$ cat src/rtl/adc_cfg_pkg.sv
/*
 Package for the converter configuration link: frame layout, field positions,
 reset values, power-mode and range encodings, timing constants.
 Assumes both link ends, the checker and the bench use it by scoped name only; the interface does not use it.
*/
package adc_cfg_pkg;
    // Frame geometry
    localparam int FRAME_BITS = 16;
    localparam int CNT_W = 5;
    // Header bit positions
    localparam int POS_WRITE = 15;
    localparam int POS_ZERO = 14;
    localparam int POS_REG_SEL = 13;
    // Control field positions
    localparam int POS_CHANNEL_ADDRESS_BIT = 10;
    localparam int POS_POWER_MODE_HI = 7;
    localparam int POS_POWER_MODE_LO = 6;
    localparam int POS_REF = 4;
    localparam int POS_SEQUENCER_SEL_HI = 3;
    localparam int POS_SEQUENCER_SEL_LO = 2;
    // Range field positions
    localparam int POS_CH0_RANGE_BIT_HI = 12;
    localparam int POS_CH0_RANGE_BIT_LO = 11;
    localparam int POS_CH1_RANGE_BIT_HI = 8;
    localparam int POS_CH1_RANGE_BIT_LO = 7;
    // Falling-edge counts at which data loads
    localparam logic [4:0] CTRL_LOAD_FALL = 5'h0f;
    localparam logic [4:0] RANGE_LOAD_FALL = 5'h0b;
    // Rising edge that enters auto modes
    localparam logic [4:0] AUTO_ENTER_RISE = 5'h0f;
    // Reset values
    localparam logic [11:0] CTRL_RESET = 12'h000;
    localparam logic [5:0] RANGE_RESET = 6'h00;
    // Power modes {hi,lo}
    localparam logic [1:0] PM_NORMAL = 2'h0;
    localparam logic [1:0] PM_AUTO_STANDBY = 2'h1;
    localparam logic [1:0] PM_AUTO_SHUTDOWN = 2'h2;
    localparam logic [1:0] PM_FULL_SHUTDOWN = 2'h3;
    // Range codes
    localparam logic [1:0] RNG_PM10 = 2'h0;
    localparam logic [1:0] RNG_PM5 = 2'h1;
    localparam logic [1:0] RNG_PM2P5 = 2'h2;
    localparam logic [1:0] RNG_UNI10 = 2'h3;
    // Host register offsets
    localparam logic [1:0] HOST_REG_FRAME = 2'h0;
    localparam logic [1:0] HOST_REG_STATUS = 2'h1;
    // Reference settle time and system clock
    localparam int REF_SETTLE_US = 500;
    localparam int CLK_MHZ = 10;
    localparam int REF_SETTLE_CYC = REF_SETTLE_US * CLK_MHZ;
    // Link clock divider: half period in system cycles
    localparam int SCLK_HALF_CYC = 4;
endpackage

$ cat src/rtl/adc_cfg_if.sv
/*
 Serial link between host controller and converter configuration logic.
 Assumes the host drives all three wires; the device only listens.
*/
`timescale 1ns/1ps
interface adc_cfg_if;
    logic sclk; // Serial clock, made by host
    logic cs_n; // Frame select, active low
    logic din; // Serial data into device
    modport host (output sclk, output cs_n, output din);
    modport device (input sclk, input cs_n, input din);
endinterface

$ cat src/rtl/adc_cfg_device.sv
/*
 Device end: shifts 16-bit frames in from the link, loads the control and
 range registers, and derives power state, channel and range for conversion.
 Assumes link pins are asynchronous to i_clk and sampled through two flops.
*/
// Our own choices: strobed register access and the placing of the registers.
// Contract
// RULE1 - Full shutdown powers down, registers retained
// RULE2 - Auto shutdown entered on 15th rising edge
// RULE3 - Auto standby keeps only reference powered
// RULE4 - Normal mode keeps everything powered
// RULE5 - Sequencer 00/11: address bit picks channel
// RULE6 - Sequencer 10: channel 0 to final, wrap
// RULE7 - Sequencing uses each channel's latest range
// RULE8 - Host starts sequence with control write
// RULE9 - Idle or unwritten frames keep sequence
// RULE10 - Host clears sequencer bits to stop
// RULE11 - Range register six bits, write-only
// RULE12 - Header 1,0,1 selects range register
// RULE13 - Range codes map to four spans
// RULE14 - Ranges default to plus-minus 10 V
// RULE15 - Selected channel gets its stored range
// RULE16 - Reference bit: 1 internal, resets 0
// RULE17 - Reference enable frame result invalid
// RULE18 - Host waits 500 us for reference
// RULE19 - Header 1,0,0 selects control; write 0 ignored
// RULE20 - Control register resets to zero
// RULE21 - Control loads fall 15, range fall 11
// RULE22 - Control fields at bits 10, 7:6, 3:2
// RULE23 - Range frame: ch0 pair, 00, ch1 pair
`timescale 1ns/1ps
module adc_cfg_device (
    // System
    input wire logic i_clk,
    input wire logic i_sys_rst,
    // Link
    adc_cfg_if.device link,
    // Conversion configuration
    output logic [1:0] o_power_mode,
    output logic o_core_powered,
    output logic o_ref_powered,
    output logic o_ref_internal,
    output logic o_channel,
    output logic [1:0] o_range_code,
    output logic o_result_invalid,
    output logic o_conv_strobe
);
    // Synchronisers for link pins
    logic [1:0] sclk_sync_q;
    logic [1:0] cs_sync_q;
    logic [1:0] din_sync_q;
    logic sclk_prev_q; // Previous synced clock, for edge finding
    logic cs_prev_q;
    logic sclk_rise, sclk_fall, cs_fall, cs_rise;
    logic [4:0] fall_cnt_q; // Falling edges in this frame
    logic [4:0] rise_cnt_q; // Rising edges in this frame
    logic [15:0] shift_q; // Bits in arrival order, MSB first
    logic [15:0] shift_d;
    logic [11:0] ctrl_q; // Write-only control register
    logic [5:0] range_q; // Write-only range register
    logic ctrl_upd_q; // Control updated this frame
    logic asleep_q; // Auto mode powered down
    logic seq_ch_q; // Sequencer position
    logic ref_was_q; // Reference bit before this frame
    logic [1:0] pm;
    logic seq_on;

    // Two-flop synchronisers; first stage only feeds the second
    always_ff @(posedge i_clk or posedge i_sys_rst) begin
        if (i_sys_rst) begin
            sclk_sync_q <= 2'h3; // Idle high, so no false edge after reset
            cs_sync_q <= 2'h3;
            din_sync_q <= 2'h0;
        end else begin
            sclk_sync_q <= {sclk_sync_q[0], link.sclk};
            cs_sync_q <= {cs_sync_q[0], link.cs_n};
            din_sync_q <= {din_sync_q[0], link.din};
        end
    end

    // Edge history
    always_ff @(posedge i_clk or posedge i_sys_rst) begin
        if (i_sys_rst) begin
            sclk_prev_q <= 1'b1; // Matches idle level of the link clock
            cs_prev_q <= 1'b1;
        end else begin
            sclk_prev_q <= sclk_sync_q[1];
            cs_prev_q <= cs_sync_q[1];
        end
    end

    assign sclk_rise = sclk_sync_q[1] & ~sclk_prev_q & ~cs_sync_q[1];
    assign sclk_fall = ~sclk_sync_q[1] & sclk_prev_q & ~cs_sync_q[1];
    assign cs_fall = ~cs_sync_q[1] & cs_prev_q;
    assign cs_rise = cs_sync_q[1] & ~cs_prev_q;
    assign shift_d = {shift_q[14:0], din_sync_q[1]};

    // Edge counters, cleared at each frame start
    always_ff @(posedge i_clk or posedge i_sys_rst) begin
        if (i_sys_rst) begin
            fall_cnt_q <= 5'h00;
            rise_cnt_q <= 5'h00;
        end else if (cs_fall) begin
            fall_cnt_q <= 5'h00;
            rise_cnt_q <= 5'h00;
        end else begin
            if (sclk_fall && fall_cnt_q != 5'h1f) begin
                fall_cnt_q <= fall_cnt_q + 5'h01;
            end
            if (sclk_rise && rise_cnt_q != 5'h1f) begin
                rise_cnt_q <= rise_cnt_q + 5'h01;
            end
        end
    end

    // Data taken on link falling edges
    always_ff @(posedge i_clk or posedge i_sys_rst) begin
        if (i_sys_rst) begin
            shift_q <= 16'h0000;
        end else if (cs_fall) begin
            shift_q <= 16'h0000;
        end else if (sclk_fall) begin
            shift_q <= shift_d;
        end
    end

    // Control register load on 15th falling edge; header in bits 14:12 of shift_d
    always_ff @(posedge i_clk or posedge i_sys_rst) begin
        if (i_sys_rst) begin
            ctrl_q <= adc_cfg_pkg::CTRL_RESET; // RULE20
            ctrl_upd_q <= 1'b0;
        end else if (cs_fall) begin
            ctrl_upd_q <= 1'b0;
        end else if (sclk_fall && fall_cnt_q == adc_cfg_pkg::CTRL_LOAD_FALL - 5'h01) begin
            // Bits arrived: 15 so far; shift_d[14]=write, [13]=zero, [12]=select
            if (shift_d[14] && !shift_d[13] && !shift_d[12]) begin // RULE19
                // Frame bits 11:1 sit in shift_d[10:0]; bit 0 not yet in, always written 0
                ctrl_q <= {shift_d[10:0], 1'b0}; // RULE21 RULE22
                ctrl_upd_q <= 1'b1;
            end
        end
    end

    // Range register load on 11th falling edge, bits 10:0 arrived
    always_ff @(posedge i_clk or posedge i_sys_rst) begin
        if (i_sys_rst) begin
            range_q <= adc_cfg_pkg::RANGE_RESET; // RULE14
        end else if (sclk_fall && fall_cnt_q == adc_cfg_pkg::RANGE_LOAD_FALL - 5'h01) begin
            if (shift_d[10] && !shift_d[9] && shift_d[8]) begin // RULE12
                // Ch0 pair, two zeros, ch1 pair
                range_q <= {shift_d[7:6], 2'h0, shift_d[3:2]}; // RULE11 RULE23
            end
        end
    end

    // Control fields, frame bit n sits at ctrl_q[n]
    assign pm = {ctrl_q[adc_cfg_pkg::POS_POWER_MODE_HI], ctrl_q[adc_cfg_pkg::POS_POWER_MODE_LO]};
    // Only pattern 10 sequences; 00 and 11 address directly
    assign seq_on = ctrl_q[adc_cfg_pkg::POS_SEQUENCER_SEL_HI] & ~ctrl_q[adc_cfg_pkg::POS_SEQUENCER_SEL_LO];

    // Auto sleep: down at 15th rising edge after update, up at frame end
    always_ff @(posedge i_clk or posedge i_sys_rst) begin
        if (i_sys_rst) begin
            asleep_q <= 1'b0;
        end else if (cs_rise) begin
            asleep_q <= 1'b0;
        end else if (sclk_rise && rise_cnt_q == adc_cfg_pkg::AUTO_ENTER_RISE - 5'h01 &&
                     (pm == adc_cfg_pkg::PM_AUTO_SHUTDOWN || pm == adc_cfg_pkg::PM_AUTO_STANDBY)) begin
            asleep_q <= 1'b1; // RULE2 RULE3
        end
    end

    // Power outputs; full shutdown holds until bits rewritten, registers kept
    always_ff @(posedge i_clk or posedge i_sys_rst) begin
        if (i_sys_rst) begin
            o_power_mode <= adc_cfg_pkg::PM_NORMAL;
            o_core_powered <= 1'b1;
            o_ref_powered <= 1'b0;
            o_ref_internal <= 1'b0; // External reference after reset
        end else begin
            o_power_mode <= pm;
            unique case (pm)
                adc_cfg_pkg::PM_NORMAL: begin
                    o_core_powered <= 1'b1; // RULE4
                    o_ref_powered <= ctrl_q[adc_cfg_pkg::POS_REF];
                end
                adc_cfg_pkg::PM_FULL_SHUTDOWN: begin
                    o_core_powered <= 1'b0; // RULE1
                    o_ref_powered <= 1'b0;
                end
                adc_cfg_pkg::PM_AUTO_SHUTDOWN: begin
                    o_core_powered <= ~asleep_q; // RULE2
                    o_ref_powered <= ~asleep_q & ctrl_q[adc_cfg_pkg::POS_REF];
                end
                adc_cfg_pkg::PM_AUTO_STANDBY: begin
                    o_core_powered <= ~asleep_q; // RULE3
                    o_ref_powered <= ctrl_q[adc_cfg_pkg::POS_REF];
                end
            endcase
            o_ref_internal <= ctrl_q[adc_cfg_pkg::POS_REF]; // RULE16
        end
    end

    // Sequencer advances at each frame end without a control write; idle frames keep it running
    always_ff @(posedge i_clk or posedge i_sys_rst) begin
        if (i_sys_rst) begin
            seq_ch_q <= 1'b0;
        end else if (cs_rise) begin
            if (!seq_on || ctrl_upd_q) begin
                seq_ch_q <= 1'b0; // Restart from channel 0 on new config
            end else if (seq_ch_q == ctrl_q[adc_cfg_pkg::POS_CHANNEL_ADDRESS_BIT]) begin
                seq_ch_q <= 1'b0; // RULE6
            end else begin
                seq_ch_q <= 1'b1; // RULE9
            end
        end
    end

    // Channel and its range for the next conversion
    always_ff @(posedge i_clk or posedge i_sys_rst) begin
        if (i_sys_rst) begin
            o_channel <= 1'b0;
            o_range_code <= adc_cfg_pkg::RNG_PM10;
        end else begin
            o_channel <= seq_on ? seq_ch_q : ctrl_q[adc_cfg_pkg::POS_CHANNEL_ADDRESS_BIT]; // RULE5
            // RULE7 RULE15 RULE13: code passed as stored, 00/01/10/11 spans
            o_range_code <= (seq_on ? seq_ch_q : ctrl_q[adc_cfg_pkg::POS_CHANNEL_ADDRESS_BIT]) ?
                            range_q[1:0] : range_q[5:4];
        end
    end

    // Result of frame that turns on internal reference is invalid
    always_ff @(posedge i_clk or posedge i_sys_rst) begin
        if (i_sys_rst) begin
            ref_was_q <= 1'b0;
            o_result_invalid <= 1'b0;
            o_conv_strobe <= 1'b0;
        end else begin
            o_conv_strobe <= cs_fall;
            if (cs_fall) begin
                ref_was_q <= ctrl_q[adc_cfg_pkg::POS_REF];
                o_result_invalid <= 1'b0;
            end else if (ctrl_upd_q && ctrl_q[adc_cfg_pkg::POS_REF] && !ref_was_q) begin
                o_result_invalid <= 1'b1; // RULE17
            end
        end
    end
endmodule

$ cat src/flat_wrapper.sv
// flat-port wrapper written by rule: the top's interface ports become plain ports
module adc_cfg_device_flat 
  (i_clk, i_sys_rst, o_power_mode, o_core_powered, o_ref_powered, o_ref_internal, o_channel, o_range_code, o_result_invalid, o_conv_strobe, link_sclk, link_cs_n, link_din);
  adc_cfg_if link_i ();
  input wire logic i_clk;
  input wire logic i_sys_rst;
  output logic [1:0] o_power_mode;
  output logic o_core_powered;
  output logic o_ref_powered;
  output logic o_ref_internal;
  output logic o_channel;
  output logic [1:0] o_range_code;
  output logic o_result_invalid;
  output logic o_conv_strobe;
  input wire logic [$bits(link_i.sclk)-1:0] link_sclk;
  input wire logic [$bits(link_i.cs_n)-1:0] link_cs_n;
  input wire logic [$bits(link_i.din)-1:0] link_din;
  assign link_i.sclk = link_sclk;
  assign link_i.cs_n = link_cs_n;
  assign link_i.din = link_din;
  adc_cfg_device u_core (.i_clk(i_clk), .i_sys_rst(i_sys_rst), .link(link_i), .o_power_mode(o_power_mode), .o_core_powered(o_core_powered), .o_ref_powered(o_ref_powered), .o_ref_internal(o_ref_internal), .o_channel(o_channel), .o_range_code(o_range_code), .o_result_invalid(o_result_invalid), .o_conv_strobe(o_conv_strobe));
endmodule
$ cat config.mk
export PLATFORM = sky130hd
export DESIGN_NAME = adc_cfg_device_flat
export DESIGN_NICKNAME = d
export VERILOG_FILES = /design/src/rtl/adc_cfg_pkg.sv /design/src/rtl/adc_cfg_if.sv /design/src/rtl/adc_cfg_device.sv /design/src/flat_wrapper.sv
export SDC_FILE = /design/constraint.sdc
export NUM_CORES = 1
export LEC_CHECK = 0
export ABC_CLOCK_PERIOD_IN_PS = 2620
export BUFFER_PORTS_ARGS = -buffer_cell sky130_fd_sc_hd__buf_2
export CAP_MARGIN = 25
export CORE_ASPECT_RATIO = 1.1
export CORE_MARGIN = 2
export CORE_UTILIZATION = 50
export DETAILED_ROUTE_END_ITERATION = 16
export GPL_TIMING_DRIVEN = 0
export HOLD_SLACK_MARGIN = 0.1
export PLACE_DENSITY = 0.76
export SETUP_SLACK_MARGIN = 0.02
export SYNTH_ARGS = -nofsm -noshare
export SYNTH_HDL_FRONTEND = slang
export SYNTH_SLANG_ARGS = --single-unit
$ cat constraint.sdc
create_clock -name i_clk -period 2.62 [get_ports i_clk]
set_input_delay 0.524 -clock i_clk [delete_from_list [all_inputs] [get_ports i_clk]]
set_output_delay 0.524 -clock i_clk [all_outputs]
set_load 0.01 [all_outputs]
==> implementation parameters <==
Parameter                              Value

Power and ir drop
  Logic pwr share ... 0.040
  Switching part of the total power ... 0.218
  Clk network pwr share ... 0.385
  Sequential share of power ... 0.575
  Tot Pwr ... roughly 1500 uW
  Cell area power density ... 587 mW/mm^2
  Leakage ... 0.00128 uW
  Internal power ... roughly 1200 uW
  Switch Pwr ... approximately 340 uW
  Worst IR drop on VDD ... approximately 340 uV

Setup path
  Worst Setup End Kind ... flip-flop
  Delay of the slowest critical-path stage ... between 500 and 600 ps
  Cell breakdown of the critical path ... or3b_1 -> buf_2 -> nor4_1 -> nand2_1 -> mux2_2
  CP top delay family ... simple AND/OR/NAND/NOR gates
  Data required time of the worst path ... roughly 2800 ps
  Number of buffers and inverters on the critical path ... 1
  Crit path arrival time ... about 2500 ps
  Type of the setup path with the least slack ... flip-flop to flip-flop
  Critical path fanouts, max ... 7
  Highest-delay cell along the critical path ... sky130_fd_sc_hd__dfstp_2
  Category of the worst setup path launch point ... flip-flop

Finish
  Storage cell area ... between 0.001 and 0.0015 sq mm
  Count of filler cells inserted in the layout ... approximately 380
  Combined area of the multi-input logic cells ... about 860 sq um
  Antenna Diode Count ... 0
  Final-stage net count ... approximately 240
  Area growth, synth to finish ... 11.9%
  Layout cell share with drive strength beyond 1 ... 0.206
  Final cell utilization of the core ... 0.575

Clock network
  Clock Pin Slew Worst Setup and Hold Paths ... around 100 ps
  CTS Hold Bufs ... 0
  Total clock buffers created by CTS ... 5
  Worst-case clock buffer depth ... 2
  Number of clock sinks ... 56
  Total setup buffers inserted after CTS ... 0
  Library cell used as clock root buffer ... sky130_fd_sc_hd__clkbuf_8
  Quantity of gates resized following cts ... 0
  Number of levels in the clock H-tree ... 2
  Clock tree from TritonCTS ... built
  Clock insertion delay at the later pin of the skew report ... 320 ps

Logic synthesis
  Synthesized netlist cell count ... 205
  Syn_nets ... roughly 220
  Top FF cell, synth ... sky130_fd_sc_hd__dfrtp_1
  Total of flip-flops plus latches after synthesis ... 56
  Yosys synthesis warning count ... 0
  Number of enable flip-flop cells after synthesis ... 0
  Post-synthesis sequential area ratio ... 0.598
  Cell area after synthesis ... between 0.002 and 0.0025 sq mm
  Synthesized area per cell ... about 11 sq um
  Proportion of synthesized flip-flops having asynchronous set or reset ... 1.00
  Count of distinct cell types in the synthesized netlist ... 32

Global routing
  Overall fraction of global-route tracks in use ... 0.165
  Wire length of the first global-routing pass ... roughly 7000 um
  Pin count of the biggest net entering global routing ... 46
  Number of antenna violations at the first check in global routing ... 0
  Vias in the first global route ... 1462
  Total global routing overflow ... 0

Place
  Final estimated routing congestion in global placement ... approximately 0.8
  Final HPWL from detailed placement ... between 2000 and 3000 um
  Total of buffers placed on input and output ports ... 14

Detailed routing
  Post-detailed-route count of antenna-violating nets ... 0
  Number of vias per cell ... 5.20
  Wire length after detailed routing ... approximately 4000 um
  Number of DRC violations after detailed-routing iteration 0 ... 96
  First-pass iteration count of the detailed router ... 4
  Routed vias ... 1478
  Average detailed-routed wire length per instance ... roughly 14 um
  Residual DRC count ... 0

Timing
  Final period utilization ... 0.861
  Worst Max-Slew Pin Slew ... 781 ps
  Final Setup Violations ... 0
  Minimum clock period after layout ... ~2300 ps
  Relative slew margins ... 0.472
  Pins over their slew limit ... 0
  Unrepaired setup endpoints after global routing ... no
  Final setup TNS ... 0 ps
  Upper clock frequency limit ... approximately 0.44 GHz
  Clk_skew ... 10.3 ps
  Hold Fails Final Rpt ... 0

Status
  Result of the run ... complete, no violations

Worst hold path
  Classification of the worst-slack hold path ... input pin to asynchronous set/reset pin

Die
  Standard cell core area ... 0.00459 sq mm
  Die Height ... approximately 76 um
  Number of rows created at floorplan ... 26
  Overall die area ... roughly 0.0053 sq mm
  Starting density of the core ... 0.514
  Number of placed I/O pins ... 15
  Chip Width ... 69.5 um

Job
  Number of max-capacitance violations reported ... 0
[metal layers]
metal	vias to the layer above	GRT usage	wire, um
met3	5	0.0397	111
met1	732	0.221	1840
li1	724	-	-
met4	0	0.0529	59
met2	17	0.268	1960
met5	-	0	0
[area by class of cell]
cell class | count | share of cell area
buffer | 8 | 0.0175
clock inverter | 2 | 0.0147
sequential | 56 | 0.534
timing repair buffer | 15 | 0.0341
clock buffer | 6 | 0.0313
multi-input combinational | 130 | 0.326
tap | 56 | 0.0266
inverter | 11 | 0.0156
[cells in the final DEF, fill, tap and decap left out, types with 3 or more instances in the layout]
cell type and instances:
sky130_fd_sc_hd__dfrtp_1 49, sky130_fd_sc_hd__nand2_1 39, sky130_fd_sc_hd__buf_2 15, sky130_fd_sc_hd__nor2_1 12, sky130_fd_sc_hd__a21oi_1 11, sky130_fd_sc_hd__ha_1 11
sky130_fd_sc_hd__inv_1 10, sky130_fd_sc_hd__mux2_2 8, sky130_fd_sc_hd__dfstp_2 7, sky130_fd_sc_hd__o21ai_0 6, sky130_fd_sc_hd__clkbuf_8 6, sky130_fd_sc_hd__nand2b_1 5
sky130_fd_sc_hd__clkbuf_1 4, sky130_fd_sc_hd__xor2_1 4, sky130_fd_sc_hd__mux2_4 4, sky130_fd_sc_hd__mux2i_1 4, sky130_fd_sc_hd__nand3b_1 3, sky130_fd_sc_hd__nand3_1 3
[metrics by stage]
| stage | instance area [sq um] | hold slack [ps] | cells | setup slack (ps) |
|---|---|---|---|---|
| floorplan | 2360 | 331 | 205 | 573 |
| global placement | 2500 | 334 | 275 | 100 |
| detailed placement | 2520 | 338 | 276 | 350 |
| CTS | 2640 | 130 | 284 | 332 |
| global route | 2640 | 139 | 284 | 117 |
| finish | 2640 | 125 | 284 | 364 |
[final timing paths]
check	start	depth (start not counted)	slack, ps	to
setup / recovery	u_core.sclk_prev_q	5	360	u_core.ctrl_q[7]
hold / removal	i_sys_rst	2	120	u_core.o_power_mode[0]
setup reg to reg	u_core.sclk_prev_q	5	360	u_core.ctrl_q[7]
hold reg to reg	u_core.din_sync_q[0]	0	360	u_core.din_sync_q[1]
max in group asynchronous	i_sys_rst	3	1910	u_core.sclk_sync_q[1]
min in group i_clk	link_sclk	1	300	u_core.sclk_sync_q[0]
[flip-flops by register name (all words and copies together), names as in the netlist, 2 cells and up]
name,count
u_core.sclk_sync_q,2
u_core.range_q,4
u_core.fall_cnt_q,5
u_core.rise_cnt_q,5
u_core.cs_sync_q,2
u_core.ctrl_q,6
u_core.o_range_code,2
u_core.o_power_mode,2
u_core.shift_q,14
u_core.din_sync_q,2
[cells by family (layout without fill, tap and decap cells)]
family | count (synthesis) | after routing | share of synthesized area
XOR/XNOR | 4 | 4 | 0.0149
buffers and inverters | 19 | 42 | 0.0371
multiplexers | 16 | 16 | 0.0807
AO/OA/AOI/OAI | 22 | 22 | 0.0520
flip-flops | 56 | 56 | 0.598
adder cells (fa/ha/maj) | 11 | 11 | 0.0584
AND/OR/NAND/NOR | 77 | 77 | 0.159
[power by group through the flow]
stage          clock network, uW  logic (uW)  registers (uW)
6_report                     596        62.7             890
4_1_cts                      610        64.3             891
2_1_floorplan                  0        42.5             905
3_3_place_gp                   0        59.0             907
3_5_place_dp                   0        63.9             907
5_1_grt                      636        72.6             893
[Yosys cell counts (2+ instances only)]
master | number | area [sq um]
sky130_fd_sc_hd__nand4b_1 | 2 | 17.5
sky130_fd_sc_hd__dfrtp_1 | 49 | 1230
sky130_fd_sc_hd__and3_1 | 2 | 12.5
sky130_fd_sc_hd__nor2_1 | 12 | 45.0
sky130_fd_sc_hd__xor2_1 | 4 | 35.0
sky130_fd_sc_hd__clkbuf_1 | 4 | 15.0
sky130_fd_sc_hd__nand2b_1 | 5 | 31.3
sky130_fd_sc_hd__o21ai_0 | 6 | 30.0
sky130_fd_sc_hd__nand4_1 | 2 | 12.5
sky130_fd_sc_hd__nand3b_1 | 3 | 22.5
sky130_fd_sc_hd__inv_1 | 11 | 41.3
sky130_fd_sc_hd__mux2_2 | 8 | 90.1
sky130_fd_sc_hd__nor3b_1 | 2 | 15.0
sky130_fd_sc_hd__buf_6 | 2 | 22.5
sky130_fd_sc_hd__a21oi_1 | 11 | 55.1
sky130_fd_sc_hd__ha_1 | 11 | 138
sky130_fd_sc_hd__dfstp_2 | 7 | 184
sky130_fd_sc_hd__nand2_1 | 39 | 146
sky130_fd_sc_hd__nor4b_1 | 2 | 17.5
sky130_fd_sc_hd__nor4_1 | 2 | 12.5
sky130_fd_sc_hd__nand3_1 | 3 | 15.0
sky130_fd_sc_hd__o31ai_1 | 2 | 15.0
sky130_fd_sc_hd__mux2_4 | 4 | 60.1
sky130_fd_sc_hd__mux2i_1 | 4 | 40.0
(Power assumes the default switching activity.)
